File: src/rhb_pkg.sv
// Package for the host bus interface of the real-time clock block.
// Assumes a single 250 MHz core clock; all bus pins arrive asynchronously.
package rhb_pkg;

  // ********************************************************************
  // Register map and fields
  // ********************************************************************
  localparam logic [4:0] RHB_OFS_STATUS = 5'h10; // Read side of 0x10
  localparam logic [4:0] RHB_OFS_MASK = 5'h10;   // Write side of 0x10
  localparam logic [4:0] RHB_OFS_CMD = 5'h11;
  localparam int RHB_CMD_FSEL_LSB = 0;
  localparam int RHB_CMD_RUN_BIT = 3;
  localparam int RHB_CMD_IEN_BIT = 4;
  localparam int RHB_CMD_TEST_BIT = 5;
  localparam int RHB_STAT_GLOBAL_BIT = 7;
  localparam int RHB_STAT_SEC_BIT = 3;
  localparam logic [7:0] RHB_MASK_RST = 8'h00;
  localparam logic [7:0] RHB_CMD_RST = 8'h00;
  localparam logic [7:0] RHB_STAT_RST = 8'h00;

  // ********************************************************************
  // Timing
  // ********************************************************************
  localparam int RHB_CLK_MHZ = 250;
  localparam int RHB_TICK_4K_HZ = 4000;
  localparam int RHB_TICK_100_HZ = 100;
  localparam int RHB_DIV_100 = RHB_TICK_4K_HZ / RHB_TICK_100_HZ;
  // Oscillator cycles per 4 kHz tick, per frequency code
  localparam int RHB_DIV_32K = 8;      // 32.768 kHz, non-integer ratio approximated
  localparam int RHB_DIV_1M = 262;
  localparam int RHB_DIV_2M = 524;
  localparam int RHB_DIV_4M = 1049;

  // Bundle of synchronised bus strobes; rd_n, wr_n and cs_n active low, ale active high
  typedef struct packed {
    logic rd_n;
    logic wr_n;
    logic cs_n;
    logic ale;
  } rhb_strobe_s;

endpackage

File: src/rhb_host_bus.sv
// Host bus interface of the real-time clock: strobe decode, address latch,
// mask/command registers, tick dividers and interrupt status.
// Assumes the counter core sits outside and takes the tick and flag ports.
`timescale 1ns/100ps
module rhb_host_bus
  import rhb_pkg::*;
#(
  parameter int SYNC_STAGES = 3
) (
  input wire logic CORE_CLK_I,
  input wire logic RESETN_I,
  input wire logic RD_N_I,
  input wire logic WR_N_I,
  input wire logic CS_N_I,
  input wire logic ALE_I,
  input wire logic [4:0] ADDR_I,
  input wire logic [7:0] DATA_I,
  input wire logic [7:0] RDATA_I,
  input wire logic OSC_TICK_I,
  input wire logic [6:1] CNT_INC_I,
  input wire logic ALARM_I,
  output logic [7:0] DATA_O,
  output logic DATA_OE_N_O,
  output logic [4:0] ADDR_O,
  output logic CNT_WR_O,
  output logic CNT_RD_O,
  output logic TICK_100_O,
  output logic IRQ_N_O
);

  // ********************************************************************
  // Checks
  // ********************************************************************
  // Elaboration-time refusal: the filter below is built for exactly three stages
  if (SYNC_STAGES != 3) begin : g_bad_stages
    $error("SYNC_STAGES must be 3");
  end

  // ********************************************************************
  // Input synchronisers
  // ********************************************************************
  rhb_strobe_s s1_reg, s2_reg, s3_reg;
  logic [4:0] a1_reg, a2_reg;
  logic [7:0] d1_reg, d2_reg;
  logic o1_reg, o2_reg, o3_reg;
  // Three stages for strobes and oscillator, two for address and data; a strobe change counts once stages two and three agree
  always_ff @(posedge CORE_CLK_I or negedge RESETN_I) begin
    if (!RESETN_I) begin
      s1_reg <= '{rd_n: 1'b1, wr_n: 1'b1, cs_n: 1'b1, ale: 1'b1};
      s2_reg <= '{rd_n: 1'b1, wr_n: 1'b1, cs_n: 1'b1, ale: 1'b1};
      s3_reg <= '{rd_n: 1'b1, wr_n: 1'b1, cs_n: 1'b1, ale: 1'b1};
      {o1_reg, o2_reg, o3_reg} <= 3'h0;
      {a1_reg, a2_reg} <= 10'h000;
      {d1_reg, d2_reg} <= 16'h0000;
    end else begin
      s1_reg <= '{rd_n: RD_N_I, wr_n: WR_N_I, cs_n: CS_N_I, ale: ALE_I};
      s2_reg <= s1_reg;
      s3_reg <= s2_reg;
      {o1_reg, o2_reg, o3_reg} <= {OSC_TICK_I, o1_reg, o2_reg};
      a1_reg <= ADDR_I;
      a2_reg <= a1_reg;
      d1_reg <= DATA_I;
      d2_reg <= d1_reg;
    end
  end

  // Filtered levels: hold the old value until stages two and three agree
  rhb_strobe_s flt_reg;
  logic osc_flt_reg;
  always_ff @(posedge CORE_CLK_I or negedge RESETN_I) begin
    if (!RESETN_I) begin
      flt_reg <= '{rd_n: 1'b1, wr_n: 1'b1, cs_n: 1'b1, ale: 1'b1};
      osc_flt_reg <= 1'b0;
    end else begin
      flt_reg <= rhb_strobe_s'((s2_reg & s3_reg) | (flt_reg & (s2_reg ^ s3_reg)));
      osc_flt_reg <= (o2_reg == o3_reg) ? o3_reg : osc_flt_reg;
    end
  end

  // ********************************************************************
  // Address latch and strobe decode
  // ********************************************************************
  logic [4:0] alat_reg;
  logic cslat_reg;
  logic ale_prev_reg, rd_prev_reg, wr_prev_reg;
  wire ale_fall = ale_prev_reg & ~flt_reg.ale;
  // While latch enable is high the latch is transparent, so a direct bus passes through
  wire [4:0] addr_eff = flt_reg.ale ? a2_reg : alat_reg;
  wire cs_eff_n = flt_reg.ale ? flt_reg.cs_n : cslat_reg;
  // Grounded chip select leaves the strobes alone in control
  wire sel = ~cs_eff_n;
  wire rd_act = ~flt_reg.rd_n & sel;
  wire wr_act = ~flt_reg.wr_n & sel;
  wire rd_start = rd_act & rd_prev_reg;
  wire rd_end = ~rd_act & ~rd_prev_reg;
  wire wr_start = wr_act & wr_prev_reg;
  always_ff @(posedge CORE_CLK_I or negedge RESETN_I) begin
    if (!RESETN_I) begin
      alat_reg <= 5'h00;
      cslat_reg <= 1'b1;
      ale_prev_reg <= 1'b1;
      rd_prev_reg <= 1'b1;
      wr_prev_reg <= 1'b1;
    end else begin
      ale_prev_reg <= flt_reg.ale;
      rd_prev_reg <= ~rd_act;
      wr_prev_reg <= ~wr_act;
      if (ale_fall) begin
        alat_reg <= a2_reg;
        cslat_reg <= flt_reg.cs_n;
      end
    end
  end

  // ********************************************************************
  // Registers
  // ********************************************************************
  logic [7:0] mask_reg, cmd_reg, stat_reg;
  wire hit_mask = addr_eff == RHB_OFS_MASK;
  wire hit_cmd = addr_eff == RHB_OFS_CMD;
  wire hit_stat = addr_eff == RHB_OFS_STATUS;
  // Write takes effect once per strobe, at its synchronised start
  always_ff @(posedge CORE_CLK_I or negedge RESETN_I) begin
    if (!RESETN_I) begin
      mask_reg <= RHB_MASK_RST;
      cmd_reg <= RHB_CMD_RST;
    end else if (wr_start) begin
      if (hit_mask) begin
        mask_reg <= d2_reg;
      end
      if (hit_cmd) begin
        cmd_reg <= d2_reg;
      end
    end
  end

  // ********************************************************************
  // Tick generation
  // ********************************************************************
  logic [10:0] div_reg;
  logic [5:0] d100_reg;
  logic osc_prev_reg, tick_reg;
  wire osc_rise = osc_flt_reg & ~osc_prev_reg;
  wire [1:0] fsel = cmd_reg[RHB_CMD_FSEL_LSB +: 2];
  wire [10:0] div_top = (fsel == 2'd0) ? 11'(RHB_DIV_32K - 1) : (fsel == 2'd1) ? 11'(RHB_DIV_1M - 1) :
                        (fsel == 2'd2) ? 11'(RHB_DIV_2M - 1) : 11'(RHB_DIV_4M - 1);
  wire tick_4k = osc_rise & (div_reg == div_top);
  wire tick_raw = (d100_reg == 6'(RHB_DIV_100 - 1)) & tick_4k;
  // Test mode feeds the hundredths straight from the oscillator
  wire tick_src = cmd_reg[RHB_CMD_TEST_BIT] ? osc_rise : tick_raw;
  always_ff @(posedge CORE_CLK_I or negedge RESETN_I) begin
    if (!RESETN_I) begin
      div_reg <= 11'h000;
      d100_reg <= 6'h00;
      osc_prev_reg <= 1'b0;
      tick_reg <= 1'b0;
    end else begin
      osc_prev_reg <= osc_flt_reg;
      if (osc_rise) begin
        div_reg <= tick_4k ? 11'h000 : div_reg + 11'h001;
      end
      if (tick_4k) begin
        d100_reg <= tick_raw ? 6'h00 : d100_reg + 6'h01;
      end
      tick_reg <= tick_src & cmd_reg[RHB_CMD_RUN_BIT];
    end
  end

  // ********************************************************************
  // Interrupt status
  // ********************************************************************
  // Flags set on any increment regardless of mask; set wins over the read clear
  wire [7:0] ev = {1'b0, CNT_INC_I, ALARM_I};
  wire fire = cmd_reg[RHB_CMD_IEN_BIT] & |(ev & mask_reg & 8'h7F);
  logic irq_reg;
  always_ff @(posedge CORE_CLK_I or negedge RESETN_I) begin
    if (!RESETN_I) begin
      stat_reg <= RHB_STAT_RST;
      irq_reg <= 1'b0;
    end else begin
      stat_reg <= ((rd_end & hit_stat) ? 8'h00 : stat_reg) | ev | {fire, 7'h00};
      if (fire) begin
        irq_reg <= 1'b1;
      end else if (rd_start & hit_stat) begin
        irq_reg <= 1'b0;
      end
    end
  end

  // ********************************************************************
  // Outputs
  // ********************************************************************
  // Status answered locally; everything else comes from the counter core
  always_ff @(posedge CORE_CLK_I or negedge RESETN_I) begin
    if (!RESETN_I) begin
      DATA_O <= 8'h00;
      DATA_OE_N_O <= 1'b1;
      ADDR_O <= 5'h00;
      CNT_WR_O <= 1'b0;
      CNT_RD_O <= 1'b0;
      TICK_100_O <= 1'b0;
      IRQ_N_O <= 1'b1;
    end else begin
      DATA_O <= hit_stat ? stat_reg : RDATA_I;
      DATA_OE_N_O <= ~rd_act;
      ADDR_O <= addr_eff;
      CNT_WR_O <= wr_start & ~hit_mask & ~hit_cmd;
      CNT_RD_O <= rd_start & ~hit_stat;
      TICK_100_O <= tick_reg;
      IRQ_N_O <= ~irq_reg;
    end
  end

endmodule

File: config.mk
export PLATFORM = sky130hd
export DESIGN_NAME = rhb_host_bus
export DESIGN_NICKNAME = d
export VERILOG_FILES = /design/src/rhb_pkg.sv /design/src/rhb_host_bus.sv
export SDC_FILE = /design/constraint.sdc
export NUM_CORES = 1
export LEC_CHECK = 0
export ABC_AREA = 1
export BUFFER_PORTS_ARGS = -buffer_cell sky130_fd_sc_hd__buf_2
export CAP_MARGIN = 20
export CORE_AREA = 3 3 100 102
export DETAILED_ROUTE_END_ITERATION = 16
export DIE_AREA = 0 0 103 105
export HOLD_SLACK_MARGIN = 0.12
export PLACE_DENSITY = 0.64
export SLEW_MARGIN = 10
export SYNTH_ARGS = -nofsm -noshare
export SYNTH_HDL_FRONTEND = slang
export SYNTH_SLANG_ARGS = --single-unit
File: constraint.sdc
create_clock -name CORE_CLK_I -period 4.65 [get_ports CORE_CLK_I]
set_input_delay 0 -clock CORE_CLK_I [delete_from_list [all_inputs] [get_ports CORE_CLK_I]]
set_output_delay 0 -clock CORE_CLK_I [all_outputs]
set_load 0.02 [all_outputs]
==> flow_metrics.py, run 1 <==
metrics = {
    "run_status": {
        "status": "finished clean",
    },
    "clocking": {
        "cts_tree": "done",
        "cts-root-buf": "clkbuf_8",
        "post_cts_buffers": 0,
        "cts_buffer_depth": 2,
        "cts_max_level": 3,
        "clock-sinks": 110,
        "clk_pin_slew_worst_paths_ns": 0.11,
        "clk_latency_ns": 0.37,
        "cts_buffers": 9,
    },
    "critical_path": {
        "cpPeakStageDelay_ns": 0.56,
        "path_delay_family": "simple AND/OR/NAND/NOR gates",
        "endpoint": "d100_reg[2]$_DFFE_PN0P_",
        "crit_arrival_ns": 2.45,
        "cp.required_ns": 4.93,
        "cp-start-kind": "register",
        "critPathCaptureType": "register",
        "reg2regPathDepth": 11,
        "r2r_start": "osc_flt_reg$_DFFE_PN0N_",
        "ff2ff_setup_slack_ns": 2.47,
        "cp_max_fo": 12,
        "critical-path-top-cell-by-count": "nand2_1",
        "path_class": "register to register",
        "crit_cells": 11,
        "reg2reg_to": "d100_reg[2]$_DFFE_PN0P_",
        "path_buf_inv": 3,
        "slowest_stage": "nor2_1",
        "worstSetupStartpoint": "osc_flt_reg$_DFFE_PN0N_",
        "cp_cell_sequence": "inv_1 > nor2_1 > inv_1 > nor2_1 > nand2_1 > nor2_4 > nand2_2 > inv_2 > nand2_1 > nand2_1 > nand2_1",
    },
    "detailed_routing": {
        "drt_iter0_drc": 82,
        "drc_errors": 0,
        "vias_per_cell": 4.61,
        "avgRoutedWirePerCell_um": 11.7,
        "ant_nets": 0,
        "routed_wl_um": 7350,
        "vias": 2903,
        "dr.pass1.iters": 4,
    },
    "floorplan": {
        "rows": 35,
        "ios": 53,
        "dieArea_um2": 10800,
        "coreArea_um2": 9200,
        "initial_core_util": 0.465,
        "fp.dieW_um": 103,
        "die_h_um": 105,
    },
    "yosys": {
        "syn-num-nets": 463,
        "synth.distinct_cells": 35,
        "ys_ff_latch": 110,
        "ys.flop_type": "dfrtp_1",
        "yosys.area.top_type_share": 0.520,
        "yosysWarnings": 0,
        "yosysSeqAreaShare": 0.649,
        "synth_area_per_cell_um2": 10.1,
        "yosysTopAreaCell": "dfrtp_1",
        "synth_edf_count": 0,
        "async_reset_ff_frac": 1.00,
        "synthTopCellsByArea": "dfrtp_1 (52%), dfstp_2 (13%), nand2_1 (12%), inv_1 (4.2%), nand3_1 (2.2%)",
        "syn-cell-area_um2": 4280,
        "syn_inst": 422,
    },
    "layout": {
        "syn_to_final_growth_pct": 22.1,
        "largest_reg_flops": 11,
        "nNetsFinal": 555,
        "postLayoutCoreUtil": 0.568,
        "layout_commonest_cell": "nand2_1",
        "final_cell_mix": "nand2_1 (133), dfrtp_1 (89), buf_2 (50), inv_1 (48), dlygate4sd3_1 (34)",
        "drive_gt1_frac": 0.214,
        "n_antenna_cell": 0,
    },
    "sta": {
        "setup_viol": 0,
        "fin_crit_sh": 0.468,
        "fmax_ghz": 0.459,
        "hold_viol_final": 0,
        "worstMarginPinSlew_ns": 0.745,
        "skew_ns": 0.0156,
        "slew_headroom": 0.502,
        "setup_tns_ns": 0,
        "fin_crit_ns": 2.18,
        "slew_viol_final": 0,
        "rsz0062_at_grt": "no",
    },
    "hold_path": {
        "holdPathStages": 2,
        "hold_path_class": "input port to register",
        "min-delay-start": "ADDR_I[1]",
    },
    "power": {
        "cellPowerDensity_nw_per_um2": 450,
        "power_w": 0.00235,
        "p_int_w": 0.00159,
        "swShare": 0.324,
        "leakage_nw": 2.67,
        "combPwrFrac": 0.221,
        "ir_drop_v": 0.000228,
        "clkPwrFrac": 0.256,
        "p_seq_frac": 0.523,
        "switchingPower_w": 0.000762,
    },
    "global_route": {
        "grt_pass1_wl_um": 12700,
        "grt_usage": 0.149,
        "grt_max_degree": 84,
        "grt_pass1_vias": 2845,
        "antenna_found_initial": 0,
        "grt-ovfl-total": 0,
    },
    "placed_design": {
        "gp_congestion": 0.851,
        "numPortBuffers": 51,
        "post-dp-hpwl_um": 5010,
    },
    "flow_run": {
        "cap_viol_max_count": 0,
    },
}
==> repair_timing <==
action,in CTS,in global routing
gates resized for setup,0,0
endpoints found under the hold margin,95,17
endpoints found under the setup margin,0,0
hold buffers,33,1
==> cell usage after synthesis (3+ instances only) <==
cell type	instances
o21ai_2	5
nor3_1	6
o21ai_1	3
o21ai_0	15
ha_1	6
a21o_1	4
nand4_1	6
dfrtp_1	89
nand3b_1	3
dfstp_2	21
xor2_1	7
inv_2	3
nand3_1	19
nor2_1	22
nand2_1	133
inv_1	48
nand2_2	6
==> power by group through the flow <==
stage | Clock (W) | Sequential (W) | Combinational [W]
after global routing | 0.000664 | 0.00125 | 0.000602
after detailed placement | 0 | 0.00125 | 0.000500
after global placement | 0 | 0.00125 | 0.000490
after CTS | 0.000624 | 0.00123 | 0.000522
final | 0.000601 | 0.00123 | 0.000519
after floorplan | 0 | 0.00125 | 0.000359
==> how the worst min path moves through the flow <==
stage | end | slack (ns)
6_report | a1_reg[1]$_DFF_PN0_ | 0.25
5_1_grt | s1_reg[2]$_DFF_PN1_ | 0.24
4_1_cts | a1_reg[4]$_DFF_PN0_ | 0.24
3_5_place_dp | s1_reg[0]$_DFF_PN1_ | 0.11
3_3_place_gp | s1_reg[3]$_DFF_PN1_ | 0.11
2_1_floorplan | ADDR_O[0]$_DFF_PN0_ | -0.30
==> final cells by class <==
cell class,instances,area (um^2)
Fill cell,789,3970
Sequential cell,110,2780
Multi-Input combinational cell,255,1270
Timing Repair Buffer,87,633
Inverter,51,191
Tap cell,111,139
Clock buffer,9,124
Clock inverter,7,91.3
==> cell families (layout without fill, tap and decap cells) <==
family | Yosys count | count (layout) | synth area share
compound gates | 34 | 34 | 0.0500
xor+xnor | 9 | 9 | 0.0184
fa+ha+maj | 7 | 7 | 0.0199
simple gates | 204 | 204 | 0.206
flops | 110 | 110 | 0.649
buf+inv | 57 | 154 | 0.0541
mux | 1 | 1 | 0.00263
==> routing by layer <==
metal | global-route usage | share of wire
met4 | 0.0435 | 0.0098
met1 | 0.200 | 0.47
met5 | 0 | 0
met3 | 0.0427 | 0.041
met2 | 0.233 | 0.48
==> metrics by stage <==
| stage | hold WS, ns | worst slack [ns] | instance area (um^2) | instances |
|---|---|---|---|---|
| detailed placement | 0.107 | 2.47 | 4640 | 579 |
| finish | 0.255 | 2.47 | 5230 | 630 |
| global placement | 0.105 | 2.52 | 4640 | 579 |
| CTS | 0.239 | 2.45 | 5190 | 628 |
| global route | 0.243 | 2.16 | 5230 | 630 |
| floorplan | -0.296 | 3.13 | 4280 | 422 |
No activity file was read; power rests on OpenSTA's default activity.
==> run 2, diff against run 1 <==
- PLACE_DENSITY: 0.64 -> 0.66
- clock period: 4.65 -> 1.9 ns (I/O delays scaled with it)
==> flow_metrics.py, run 2 (synthesis gave the netlist of run 1 again) <==
metrics = {
    "sta": {
        "fmax_ghz": 0.571,
        "fin_crit_sh": 0.921,
        "worstMarginPinSlew_ns": 0.633,
        "setup_viol": 0,
        "slew_headroom": 0.578,
        "fin_crit_ns": 1.75,
        "rsz0062_at_grt": "yes",
        "hold_viol_final": 0,
        "setup_tns_ns": 0,
        "slew_viol_final": 0,
        "skew_ns": 0.0165,
    },
    "clocking": {
        "cts-root-buf": "clkbuf_8",
        "clk_pin_slew_worst_paths_ns": 0.12,
        "cts_max_level": 3,
        "cts_buffer_depth": 2,
        "cts_buffers": 9,
        "clk_latency_ns": 0.36,
        "cts_tree": "done",
        "clock-sinks": 110,
    },
    "power": {
        "p_int_w": 0.00380,
        "combPwrFrac": 0.234,
        "clkPwrFrac": 0.239,
        "leakage_nw": 2.71,
        "p_seq_frac": 0.527,
        "cellPowerDensity_nw_per_um2": 1080,
        "ir_drop_v": 0.000519,
        "power_w": 0.00568,
        "switchingPower_w": 0.00189,
        "swShare": 0.332,
    },
    "detailed_routing": {
        "dr_wl_met2_um": 3550,
        "dr.pass1.iters": 4,
        "dr_wl_met3_um": 211,
        "ant_nets": 0,
        "avgRoutedWirePerCell_um": 11.5,
        "vias": 2906,
        "vias_per_cell": 4.58,
        "dr.max_layer_used": "met4",
        "drt_iter0_drc": 77,
        "drc_errors": 0,
        "routed_wl_um": 7310,
        "wl_met1_um": 3470,
    },
    "placed_design": {
        "gp_congestion": 0.878,
        "numPortBuffers": 51,
        "post-dp-hpwl_um": 5150,
        "dp.cells": 583,
    },
    "floorplan": {
        "coreArea_um2": 9200,
        "die_h_um": 105,
        "ios": 53,
        "initial_core_util": 0.465,
        "dieArea_um2": 10800,
        "rows": 35,
        "fp.dieW_um": 103,
    },
    "hold_path": {
        "hold_path_class": "input port to asynchronous set/reset pin",
    },
    "layout": {
        "multiInputGateArea_um2": 1280,
        "largest_reg_flops": 11,
        "nNetsFinal": 559,
        "seq_area_um2": 2780,
        "instances_no_fill": 634,
        "layout_commonest_cell": "nand2_1",
        "n_antenna_cell": 0,
        "syn_to_final_growth_pct": 23.0,
        "final_cell_mix": "nand2_1 (132), dfrtp_1 (89), buf_2 (50), inv_1 (48), dlygate4sd3_1 (33)",
        "drive_gt1_frac": 0.224,
        "postLayoutCoreUtil": 0.572,
        "num-fill-cells": 794,
    },
    "critical_path": {
        "crit_arrival_ns": 2.01,
        "ff2ff_setup_slack_ns": 0.15,
        "critPathCaptureType": "register",
        "cp_max_fo": 8,
        "cp.required_ns": 2.16,
        "cp-start-kind": "register",
        "path_class": "register to register",
    },
    "flow_run": {
        "cap_viol_max_count": 0,
    },
    "global_route": {
        "grt_usage": 0.149,
        "grt-ovfl-total": 0,
        "grt_pass1_vias": 2878,
        "grt_pass1_wl_um": 12900,
        "antenna_found_initial": 0,
        "grt_max_degree": 49,
    },
    "run_status": {
        "status": "finished clean",
    },
}
==> run 2: metal layers <==
| metal | GRT usage | vias to the layer above |
|---|---|---|
| met5 | 0 | - |
| met4 | 0.0500 | 0 |
| met3 | 0.0260 | 7 |
| met2 | 0.239 | 41 |
| met1 | 0.204 | 1353 |
| li1 | - | 1505 |
==> run 2: worst max-delay path, cell delays in order (launching register included) <==
cell	delay, ns
dfstp_2	0.63
inv_4	0.07
nand2_1	0.06
o21ai_1	0.08
nor2_1	0.14
nand2_2	0.10
nor2_4	0.22
nand3_2	0.20
nand2_1	0.11
nand2_1	0.05
==> run 2: cell type report <==
class,count,share of cell area
Sequential cell,110,0.528
Clock inverter,7,0.0138
Tap cell,111,0.0264
Inverter,51,0.0369
Multi-Input combinational cell,255,0.244
Clock buffer,9,0.0235
Timing Repair Buffer,91,0.127
==> run 2: what timing repair did <==
item                       in CTS  in global routing
setup endpoints to repair       0                 21
hold endpoints to repair      105                  0
gates resized for setup         0                  6
buffers inserted                0                  2
hold buffers                   33                  0
==> run 2: path summary, 6_finish.rpt <==
check,cells after the start,startpoint,end
max,9,flt_reg[0]$_DFF_PN1_,stat_reg[7]$_DFF_PN0_
min in group CORE_CLK_I,2,DATA_I[4],d1_reg[4]$_DFF_PN0_
min reg2reg,0,s1_reg[1]$_DFF_PN1_,s2_reg[1]$_DFF_PN1_
min,2,RESETN_I,DATA_O[7]$_DFF_PN0_
max in group asynchronous,3,RESETN_I,cslat_reg$_DFFE_PN1P_
max reg2reg,9,flt_reg[0]$_DFF_PN1_,stat_reg[7]$_DFF_PN0_
==> run 2: power by group through the flow <==
stage	clock network, W	logic (W)	registers [W]
3_5_place_dp	0	0.00127	0.00304
5_1_grt	0.00151	0.00154	0.00306
4_1_cts	0.00140	0.00133	0.00300
2_1_floorplan	0	0.000878	0.00305
6_report	0.00136	0.00133	0.00300
3_3_place_gp	0	0.00124	0.00303
==> run 2: metrics by stage <==
stage / area, um^2 / setup WS (ns) / hold WS [ns]
floorplan: 4280 / 0.381 / -0.296
global placement: 4700 / 0.174 / 0.0655
detailed placement: 4700 / 0.105 / 0.0678
CTS: 5230 / 0.0848 / 0.207
global route: 5260 / -0.0300 / 0.231
finish: 5260 / 0.150 / 0.183
